$ cat config.mk
export PLATFORM = sky130hd
export DESIGN_NAME = psd_strap_defaults
export DESIGN_NICKNAME = d
export VERILOG_FILES = /design/src/include/psd_pkg.sv /design/src/psd_strap_defaults.sv
export SDC_FILE = /design/constraint.sdc
export NUM_CORES = 1
export LEC_CHECK = 0
export ABC_AREA = 1
export ABC_CLOCK_PERIOD_IN_PS = 2300
export BUFFER_PORTS_ARGS = -buffer_cell sky130_fd_sc_hd__clkbuf_2
export CAP_MARGIN = 20
export CELL_PAD_IN_SITES_DETAIL_PLACEMENT = 0
export CELL_PAD_IN_SITES_GLOBAL_PLACEMENT = 1
export CORE_UTILIZATION = 30
export CTS_CLUSTER_DIAMETER = 200
export DETAILED_ROUTE_END_ITERATION = 8
export PLACE_DENSITY = 0.57
export SLEW_MARGIN = 20
export SYNTH_ARGS = -nofsm -noshare
export SYNTH_HDL_FRONTEND = slang
export SYNTH_SLANG_ARGS = --single-unit
$ cat constraint.sdc
create_clock -name ref_clk -period 2.3 [get_ports ref_clk]
set_clock_uncertainty 0.1 [all_clocks]
set_input_delay 0.46 -clock ref_clk [delete_from_list [all_inputs] [get_ports ref_clk]]
set_output_delay 0.46 -clock ref_clk [all_outputs]
set_load 0.02 [all_outputs]
$ cat src/include/psd_pkg.sv
// =====================================================================
// Port 0 soft strap defaults: shared constants and types
package psd_pkg;

    // Register bus geometry
    localparam int ADDR_W = 4;
    localparam int DATA_W = 16;

    // Register offsets (word index on the plain port)
    localparam logic [ADDR_W-1:0] OFS_FLOW_CTRL  = 4'h0; // Port 0 flow control bits
    localparam logic [ADDR_W-1:0] OFS_PARTNER    = 4'h1; // virtual_phy_partner_ability_reg
    localparam logic [ADDR_W-1:0] OFS_ADVERTISE  = 4'h2; // virtual_phy_advertisement_reg
    localparam logic [ADDR_W-1:0] OFS_SPECIAL    = 4'h3; // virtual_phy_special_ctrl_stat_reg
    localparam logic [ADDR_W-1:0] OFS_STRAP_STAT = 4'h4; // Final straps and mode, read only

    // Flow control register fields
    localparam int FC_BP_BIT    = 0;
    localparam int FC_TX_BIT    = 1;
    localparam int FC_RX_BIT    = 2;
    localparam int FC_FIXED_BIT = 3;

    // Partner ability register fields
    localparam int LP_10HD_BIT  = 5;
    localparam int LP_10FD_BIT  = 6;
    localparam int LP_100HD_BIT = 7;
    localparam int LP_100FD_BIT = 8;
    localparam int LP_PAUSE_BIT = 10;
    localparam int LP_ASYM_BIT  = 11;

    // Advertisement register fields
    localparam int ADV_SYM_BIT  = 10;
    localparam int ADV_ASYM_BIT = 11;

    // Special control and status field
    localparam int SPC_HB_BIT   = 0;

    // Strap status register fields
    localparam int ST_POL_BIT   = 0;
    localparam int ST_BP_BIT    = 1;
    localparam int ST_FDFC_BIT  = 2;
    localparam int ST_FIXED_BIT = 3;
    localparam int ST_HB_BIT    = 4;
    localparam int ST_MODE_LSB  = 5;
    localparam int ST_FDX_BIT   = 7;

    // Strap defaults when nothing overrides them
    localparam logic DEF_BP    = 1'b1;
    localparam logic DEF_FDFC  = 1'b1;
    localparam logic DEF_FIXED = 1'b0;
    localparam logic DEF_HB    = 1'b0;
    localparam logic DEF_POL   = 1'b1;

    // Port 0 mode codes as latched from the mode pins
    localparam logic [1:0] MODE_MII_MAC  = 2'h0;
    localparam logic [1:0] MODE_MII_PHY  = 2'h1;
    localparam logic [1:0] MODE_RMII_PHY = 2'h2;

    // Soft strap set
    typedef struct packed {
        logic duplex_pol;
        logic bp;
        logic fdfc;
        logic fixed;
        logic hb;
    } psd_strap_type;

    // Port 0 flow control bits presented to the switch fabric
    typedef struct packed {
        logic backpressure_enable;
        logic tx_pause_enable;
        logic rx_pause_enable;
        logic fixed_pause_select;
    } psd_fc_type;

    // Plain register port request
    typedef struct packed {
        logic              wr;
        logic              rd;
        logic [ADDR_W-1:0] addr;
        logic [DATA_W-1:0] wdata;
    } psd_bus_req_type;

endpackage

$ cat src/psd_strap_defaults.sv
`timescale 1ns/1ps
// Behaviour
// - In MII MAC mode the polarity strap decides which duplex input level means full.
// - Polarity strap sets reset defaults of the four partner duplex ability bits.
// - Backpressure strap gives backpressure enable default; strap itself defaults to one.
// - Full-duplex pause strap gives tx and rx pause enable defaults; defaults one.
// - Full-duplex pause strap also sets partner asymmetric pause and pause defaults.
// - Fixed pause strap gives fixed pause select default; strap itself defaults zero.
// - Fixed pause strap also sets advertised asymmetric and symmetric pause defaults.
// - In MAC mode the fixed pause strap is ignored.
// - In MII PHY mode heartbeat strap gives heartbeat suppress default; defaults zero.
// - In RMII PHY and MII MAC modes the heartbeat strap is disregarded.
// - Soft straps can be replaced by values from the EEPROM loader.
module psd_strap_defaults
    import psd_pkg::*;
(
    input  wire logic                  ref_clk,
    input  wire logic                  srst,
    input  wire logic                  duplex_pol_pin,
    input  wire logic [1:0]            port0_mode_pins,
    input  wire logic                  port0_duplex_indication_input,
    input  wire logic                  eeprom_strap_valid,
    input  wire psd_strap_type         eeprom_strap,
    input  wire psd_bus_req_type       bus_req,
    output logic      [DATA_W-1:0]     bus_rdata,
    output psd_fc_type                 port0_fc,
    output logic                       port0_full_duplex,
    output logic                       heartbeat_suppress
);

    // =================================================================
    // Pin synchronisers

    logic [1:0]    pol_meta_q;
    logic [1:0]    mode_meta_q [2];
    logic [1:0]    dpx_meta_q;

    // Two stages per pin bit, second stage is the only reader of the first
    always_ff @(posedge ref_clk) begin
        pol_meta_q <= {pol_meta_q[0], duplex_pol_pin};
        dpx_meta_q <= {dpx_meta_q[0], port0_duplex_indication_input};
    end

    genvar gi;
    generate
        for (gi = 0; gi < 2; gi++) begin : g_mode_sync
            // Mode pin bit synchroniser
            always_ff @(posedge ref_clk) begin
                mode_meta_q[gi] <= {mode_meta_q[gi][0], port0_mode_pins[gi]};
            end
        end
    endgenerate

    // =================================================================
    // Strap latch

    psd_strap_type strap_q;
    logic [1:0]    mode_q;
    logic          apply_q;

    // Pin strap and defaults caught while reset is held, loader replaces later
    // Pin read only through its synchroniser: reset must last three edges
    // with the pin steady for the latched level to be the pin level
    always_ff @(posedge ref_clk) begin
        if (srst) begin
            strap_q.duplex_pol <= pol_meta_q[1];
            strap_q.bp         <= DEF_BP;
            strap_q.fdfc       <= DEF_FDFC;
            strap_q.fixed      <= DEF_FIXED;
            strap_q.hb         <= DEF_HB;
        end else if (eeprom_strap_valid) begin
            strap_q <= eeprom_strap;
        end
    end

    // Mode is a hard strap: latched at reset only, never from the loader
    always_ff @(posedge ref_clk) begin
        if (srst) begin
            mode_q <= {mode_meta_q[1][1], mode_meta_q[0][1]};
        end
    end

    // Defaults are pushed one cycle after reset or after a loader update
    // A loader pulse thus acts like a register reset for every default
    always_ff @(posedge ref_clk) begin
        if (srst) begin
            apply_q <= 1'b1;
        end else begin
            apply_q <= eeprom_strap_valid;
        end
    end

    // =================================================================
    // Default values derived from the straps

    logic mac_mode;
    logic phy_mode;
    logic fixed_eff;
    logic hb_eff;

    // Mode decode; the reserved code counts as neither MAC nor PHY
    assign mac_mode  = (mode_q == MODE_MII_MAC);
    assign phy_mode  = (mode_q == MODE_MII_PHY);

    // Straps gated by mode: fixed pause means nothing without the virtual PHY
    assign fixed_eff = strap_q.fixed & ~mac_mode;
    assign hb_eff    = strap_q.hb & phy_mode;

    // Reload in reset and in the apply cycle; a software write landing
    // in that cycle is lost, since the default load has priority
    logic load;
    assign load = srst | apply_q;

    // =================================================================
    // Register bits

    psd_fc_type        fc_q;
    logic [DATA_W-1:0] lp_q;
    logic [DATA_W-1:0] adv_q;
    logic [DATA_W-1:0] spc_q;

    logic wr_fc;
    logic wr_lp;
    logic wr_adv;
    logic wr_spc;

    // Write decode; the strap status word has no write path
    assign wr_fc  = bus_req.wr & (bus_req.addr == OFS_FLOW_CTRL);
    assign wr_lp  = bus_req.wr & (bus_req.addr == OFS_PARTNER);
    assign wr_adv = bus_req.wr & (bus_req.addr == OFS_ADVERTISE);
    assign wr_spc = bus_req.wr & (bus_req.addr == OFS_SPECIAL);

    // Flow control bits: strap defaults, then software owns them
    always_ff @(posedge ref_clk) begin
        if (load) begin
            fc_q.backpressure_enable <= strap_q.bp;
            fc_q.tx_pause_enable     <= strap_q.fdfc;
            fc_q.rx_pause_enable     <= strap_q.fdfc;
            fc_q.fixed_pause_select  <= fixed_eff;
        end else if (wr_fc) begin
            // Host programs pause in every mode, MAC mode included
            fc_q.backpressure_enable <= bus_req.wdata[FC_BP_BIT];
            fc_q.tx_pause_enable     <= bus_req.wdata[FC_TX_BIT];
            fc_q.rx_pause_enable     <= bus_req.wdata[FC_RX_BIT];
            fc_q.fixed_pause_select  <= bus_req.wdata[FC_FIXED_BIT];
        end
    end

    // Partner ability register
    always_ff @(posedge ref_clk) begin
        if (load) begin
            lp_q               <= '0;
            lp_q[LP_100FD_BIT] <= strap_q.duplex_pol;
            lp_q[LP_100HD_BIT] <= ~strap_q.duplex_pol;
            lp_q[LP_10FD_BIT]  <= strap_q.duplex_pol;
            lp_q[LP_10HD_BIT]  <= ~strap_q.duplex_pol;
            lp_q[LP_PAUSE_BIT] <= strap_q.fdfc;
            lp_q[LP_ASYM_BIT]  <= strap_q.fdfc;
        end else if (wr_lp) begin
            lp_q <= bus_req.wdata;
        end
    end

    // Advertisement register
    always_ff @(posedge ref_clk) begin
        if (load) begin
            adv_q               <= '0;
            adv_q[ADV_SYM_BIT]  <= fixed_eff;
            adv_q[ADV_ASYM_BIT] <= fixed_eff;
        end else if (wr_adv) begin
            adv_q <= bus_req.wdata;
        end
    end

    // Special control and status register
    always_ff @(posedge ref_clk) begin
        if (load) begin
            spc_q             <= '0;
            spc_q[SPC_HB_BIT] <= hb_eff;
        end else if (wr_spc) begin
            spc_q <= bus_req.wdata;
        end
    end

    // =================================================================
    // Duplex indication decode

    // Polarity strap gives the full duplex level in MII MAC mode only
    // Elsewhere the partner full duplex ability bits decide
    always_ff @(posedge ref_clk) begin
        if (srst) begin
            port0_full_duplex <= 1'b0;
        end else if (mac_mode) begin
            port0_full_duplex <= ~(dpx_meta_q[1] ^ strap_q.duplex_pol);
        end else begin
            port0_full_duplex <= lp_q[LP_100FD_BIT] | lp_q[LP_10FD_BIT];
        end
    end

    // =================================================================
    // Outputs to the fabric

    // Registered flow control copy, one cycle behind the register
    always_ff @(posedge ref_clk) begin
        if (srst) begin
            port0_fc <= '0;
        end else begin
            port0_fc <= fc_q;
        end
    end

    // Registered heartbeat suppress copy from the special register
    always_ff @(posedge ref_clk) begin
        if (srst) begin
            heartbeat_suppress <= 1'b0;
        end else begin
            heartbeat_suppress <= spc_q[SPC_HB_BIT];
        end
    end

    // =================================================================
    // Read path

    logic [DATA_W-1:0] rd_mux;

    // Read data selection, unmapped offsets read zero
    // Reads have no side effects, so back to back strobes are harmless
    always_comb begin
        rd_mux = '0;
        case (bus_req.addr)
            OFS_FLOW_CTRL: begin
                rd_mux[FC_BP_BIT]    = fc_q.backpressure_enable;
                rd_mux[FC_TX_BIT]    = fc_q.tx_pause_enable;
                rd_mux[FC_RX_BIT]    = fc_q.rx_pause_enable;
                rd_mux[FC_FIXED_BIT] = fc_q.fixed_pause_select;
            end
            OFS_PARTNER: begin
                rd_mux = lp_q;
            end
            OFS_ADVERTISE: begin
                rd_mux = adv_q;
            end
            OFS_SPECIAL: begin
                rd_mux = spc_q;
            end
            OFS_STRAP_STAT: begin
                rd_mux[ST_POL_BIT]                = strap_q.duplex_pol;
                rd_mux[ST_BP_BIT]                 = strap_q.bp;
                rd_mux[ST_FDFC_BIT]               = strap_q.fdfc;
                rd_mux[ST_FIXED_BIT]              = strap_q.fixed;
                rd_mux[ST_HB_BIT]                 = strap_q.hb;
                rd_mux[ST_MODE_LSB+1:ST_MODE_LSB] = mode_q;
                rd_mux[ST_FDX_BIT]                = port0_full_duplex;
            end
            default: begin
                rd_mux = '0;
            end
        endcase
    end

    // Read data stands only in the cycle after the strobe
    always_ff @(posedge ref_clk) begin
        if (srst) begin
            bus_rdata <= '0;
        end else if (bus_req.rd) begin
            bus_rdata <= rd_mux;
        end else begin
            bus_rdata <= '0;
        end
    end

    // =================================================================
    // Elaboration checks

    // Partner ability fields inside the data word
    if (LP_ASYM_BIT >= DATA_W || LP_PAUSE_BIT >= DATA_W) begin : g_bad_partner
        $error("partner ability field outside the data word");
    end

    // Advertisement fields inside the data word
    if (ADV_ASYM_BIT >= DATA_W || ADV_SYM_BIT >= DATA_W) begin : g_bad_adv
        $error("advertisement field outside the data word");
    end

    // Status fields inside the word, mode field clear of the duplex bit
    if (ST_FDX_BIT >= DATA_W || ST_MODE_LSB + 1 >= ST_FDX_BIT) begin : g_bad_status
        $error("strap status field placement invalid");
    end

    // Flow control and special fields inside the data word
    if (FC_FIXED_BIT >= DATA_W || SPC_HB_BIT >= DATA_W) begin : g_bad_ctrl
        $error("control field outside the data word");
    end

    // Mode code width must match the mode pins
    if ($bits(MODE_MII_MAC) != 2) begin : g_bad_mode
        $error("mode code width does not match the mode pins");
    end

endmodule

== Yosys cells after proc, flatten, opt, wreduce, memory -nomap -nowiden ==
Memory sizes are Yosys's and may differ from the RTL's.
Index checks and enable logic that the tools add are counted.

* Eq/ne operators: 5
* Muxes and demuxes: 14
* Bitwise operators: 13
* Reduce and logical (&&, ||, !) cells: 8

{| class="wikitable"
|+ Operators by type and width
! kind !! count
|-
| two-way mux 12 bit || 4
|-
| case mux 8 bit (3 select lines) || 1
|-
| case mux 4 bit (5 select lines) || 1
|-
| case mux 4 bit (4 select lines) || 1
|-
| two-way mux 5 bit || 2
|-
| nonzero test 2 bit || 5
|-
| == test 4 x 2 -> 1 bit, second input constant || 2
|-
| two-way mux 4 bit || 2
|-
| bitwise AND 1 bit || 6
|-
| == test 4 x 1 -> 1 bit, second input constant || 1
|-
| == test 4 x 3 -> 1 bit, second input constant || 1
|-
| zero test 4 bit || 1
|-
| inverter 1 bit || 4
|-
| two-way mux 1 bit || 3
|-
| == test 2 x 1 -> 1 bit, second input constant || 1
|-
| zero test 2 bit || 1
|-
| OR 1 bit || 2
|-
| OR reduction 2 bit || 1
|-
| bitwise XOR 1 bit || 1
|}

* Bits in registers: 86
* Bits in writable memories: 4
* Input bits: 34
* Output and inout bits: 22
* Memories: 1

{| class="wikitable"
|+ Memory list
! name !! words !! width !! read ports !! clocked after Yosys merged registers in !! wr ports !! line !! text
|-
| mode_meta_q || 2 || 2 || 2 || 0 || 2 || psd_strap_defaults.sv:35 || <nowiki>logic [1:0] mode_meta_q [2];</nowiki>
|}

== Logic depth before layout (Yosys ltp) ==
* Depth after elaboration: 4
* Depth in mapped cells: 8
* Depth with buffers taken out: 8

== Worst setup path after synthesis ==
OpenSTA, ideal clock, no wires.

* Path type: input-to-reg
* Start: in bus_req[19] (netlist bit)
* End: reg fc_q[0] (netlist bit) (enable)
* Data arrival time: 1.068 ns
* Data required time: 1.892 ns
* Path slack: 0.825 ns
* Stages: 4
* Buffers on the path: 1
* Cell sequence: nor2_4 -> buf_2 -> nand3_1 -> nand2_1

* Word-level cells in the longest chain between the ends: 3

{| class="wikitable"
|+ RTL lines
! what !! line !! text
|-
| start, declared || psd_strap_defaults.sv:24 || <nowiki>input wire psd_bus_req_type bus_req,</nowiki>
|-
| zero test 4 bit || psd_strap_defaults.sv:128 || <nowiki>assign wr_fc = bus_req.wr & (bus_req.addr == OFS_FLOW_CTRL);</nowiki>
|-
| bitwise AND 1 bit || psd_strap_defaults.sv:128 ||
|-
| nonzero test 2 bit (no source line) || n/a ||
|-
| end, declared || psd_strap_defaults.sv:117 || <nowiki>psd_fc_type fc_q;</nowiki>
|}

Every way passes these cells.
A chain may end at the register's enable or synchronous reset.

== Worst setup path after layout ==
* Start: in bus_req[19] (netlist bit)
* End: reg bus_rdata[1]

* Word-level cells in the longest chain between the ends: 2

{| class="wikitable"
|+ RTL lines
! what !! line !! text
|-
| == test 4 x 3 -> 1 bit, or another cell as far along || psd_strap_defaults.sv:230 || <nowiki>case (bus_req.addr)</nowiki>
|-
| case mux 4 bit (5 select lines) (*) || psd_strap_defaults.sv:230 ||
|-
| end signal, assigned || psd_strap_defaults.sv:266 || <nowiki>bus_rdata <= rd_mux;</nowiki>
|-
| end, declared || psd_strap_defaults.sv:25 || <nowiki>output logic [DATA_W-1:0] bus_rdata,</nowiki>
|}

Every way passes the cells marked *; elsewhere a longest branch is shown, timed or not.

==> impl_metrics.toml <==
[status]
status = "finished with violations"
violations = "design-rule violations"

[clocking]
cts_buffer_depth = 2
post_cts_buffers = 0
cts_resized = 0
path_clk_slew_ns = 0.06
cts_tree = "yes"
clock_sinks = 90
numCtsBuffers = 9
hold_buffers = 0
clock_latency_ns = 0.34
cts_root_buf = "clkbuf_16"
h-tree-depth = 3

[setup_path]
cp-end-kind = "register"
path_max_fanout = 19
regToRegSetupSlack_ns = 0.89
worstReg2RegStart = "apply_q"
crit_path_start_kind = "input port"
arrival_ns = 1.65
rr_worst_depth = 4
r2r-end = "adv_q[10]"
required_ns = 2.47
critPathKind = "in -> reg"

[drt]
routed_wirelength_mm = 9.166
drtAntennaViolNets = 0
via_per_inst = 4.513
avgRoutedWirePerCell_um = 14.39
vias = 2875
first_pass_iters = 6
first_iter_violations = 163
drc_errors = 2

[cells_and_area]
final_cell_mix = "nand2_1 (76), dfxtp_1 (74), inv_1 (71)"
fin_nets = 523
nFillCells = 1245
syn2layout_area_growth_pct = 19.34
antenna_cells = 0
layout-drive-gt1-share_pct = 19.64
fin_cells = 637
final_common_cell = "nand2_1"
fin_area_mm2 = 0.004293

[run]
cap_violations = 0

[global_routing]
grt_pass1_vias = 2740
grt_pass1_wl_mm = 14.96
grt_overflow = 0
gr-usage-all-layers_pct = 15.98
antenna_found_initial = 0
grt_max_degree = 23

[timing]
grt_setup_unrepaired = "no"
maxSlewViolCount = 0
timing.final.crit_share_pct = 63.94
fin_crit_ns = 1.471
relSlewSlack_pct = 60.63
setup_viol = 0
setup-tns-final_ns = 0
max_freq_mhz = 680.0
finalHoldViolations = 0
worst_slew_pin_slew_ns = 0.5883

[hold_path]
min_path_cells = 1
hold_class = "in -> reg"
min_to = "dpx_meta_q[0]"
min-delay-start = "port0_duplex_indication_input"

[yosys]
yosys.area.top_type = "dfxtp_1"
synth_enable_flop_cells = 16
synthesis.area_mm2 = 0.003597
synth-xor-area-share_pct = 0.2435
netlist.area_leader.share_pct = 41.18
ys_top_cells_by_area = "dfxtp_1 (41%), edfxtp_1 (13%), nand2_1 (7.9%)"
synth_warnings = 0
avgSynthCellArea_um2 = 8.424
synth_flop_cell = "dfxtp_1"
synthMuxAreaShare_pct = 0
syn_inst = 427
ys_seq_elements = 90
ys_types = 29
syn_nets = 461
synth_compound_area_share_pct = 11.72
ys_async_sr_fraction_pct = 0
synth_fa_ha_area_share_pct = 0
synth-simple-area-share_pct = 22.43
seq_area_frac_synth_pct = 54.54
synth_top_family_by_area = "simple AND/OR/NAND/NOR gates"

[die]
rows = 39
die-area_mm2 = 0.01243
core_mm2 = 0.01156
die_w_um = 111.5
ios = 56
die_h_um = 111.5
start_util_pct = 31.10

[placed_design]
postPlaceCellArea_mm2 = 0.004021
place.gp.congestion = 0.7787
portBuffers = 55
hpwl_mm = 6.773
dp.cells = 621

[power]
peakVddDrop_mv = 0.3127
pwr_density_cell_mw_per_mm2 = 761.6
p_leak_uw = 0.001956
power_uw = 3270
## power breakdown
| part | total [uW] | internal (uW) | leakage, uW | switching, uW |
|---|---|---|---|---|
| clock network | 1360 | 751 | 0.000133 | 607 |
| logic | 225 | 77.3 | 0.00106 | 148 |
| registers | 1690 | 1660 | 0.000767 | 27.8 |
## cells in the mapped netlist (2+ instances only)
cell type and n:
a21oi_1 20, a22o_1 3, a22oi_1 8, a22oi_2 4, buf_2 6, buf_4 3
buf_6 6, dfxtp_1 74, edfxtp_1 16, inv_1 71, nand2_1 76, nand2_2 2
nand2_4 2, nand3_1 54, nor2_1 35, nor2_4 4, o21ai_0 21, o21ai_1 8
o22ai_1 4
## metal layers
layer	share of wire [%]	global-route usage, %	wire (um)	vias up
met5	0	0	0	-
met4	1.6	7.297	147	0
met3	4.4	3.375	406	11
met2	42	23.50	3895	63
met1	51	22.38	4716	1309
li1	-	-	-	1492
## cell families after synthesis
family | count (synthesis)
xor gates and xnor gates | 1
DFF | 90
AOI/OAI and AO/OA | 70
buffers and inverters | 89
and+or+nand+nor | 177
## flip-flops by register name, summed over array words and instances, names as in the netlist, 2 cells and up
register,flops
mode_meta_q,4
port0_fc,4
spc_q,16
strap_q,5
mode_q,2
adv_q,16
bus_rdata,16
lp_q,16
dpx_meta_q,2
fc_q,4
pol_meta_q,2
## worst max-delay path by stage
stage | to | start | depth (start not counted) | slack [ns]
2_1_floorplan | fc_q[0] | bus_req[19] | 4 | 0.82
3_3_place_gp | bus_rdata[1] | bus_req[19] | 7 | 0.45
3_5_place_dp | bus_rdata[1] | bus_req[19] | 7 | 0.48
4_1_cts | port0_full_duplex | port0_full_duplex | 1 | 0.81
5_1_grt | lp_q[10] | apply_q | 4 | 0.77
6_report | bus_rdata[1] | bus_req[19] | 7 | 0.83
## cell type report
type                       instances  area, um2  share of cell area [%]
tap                              143      178.9                   4.168
clock inverter                     6      32.53                  0.7578
sequential                        90       1962                   45.70
timing repair buffer              68      372.9                   8.686
inverter                          72      270.3                   6.296
multi-input combinational        248       1237                   28.83
clock buffer                      10      239.0                   5.567
## worst max-delay path, stage by stage
cell and delay [ns]:
clkbuf_2 0.11, nor2_4 0.15, buf_4 0.26, nand2_1 0.19, o21ai_0 0.27, nor2_1 0.11
nor2_1 0.09
## stage by stage
step	util, %	setup slack (ns)	hold slack, ns
floorplan	-	0.8246	0.2096
global placement	34.77	0.4462	0.2096
detailed placement	34.77	0.4785	0.2121
CTS	37.12	0.8118	0.09969
global route	37.12	0.7688	0.1037
finish	37.12	0.8294	0.1156
Note: power is estimated with default switching activity, not from simulation.
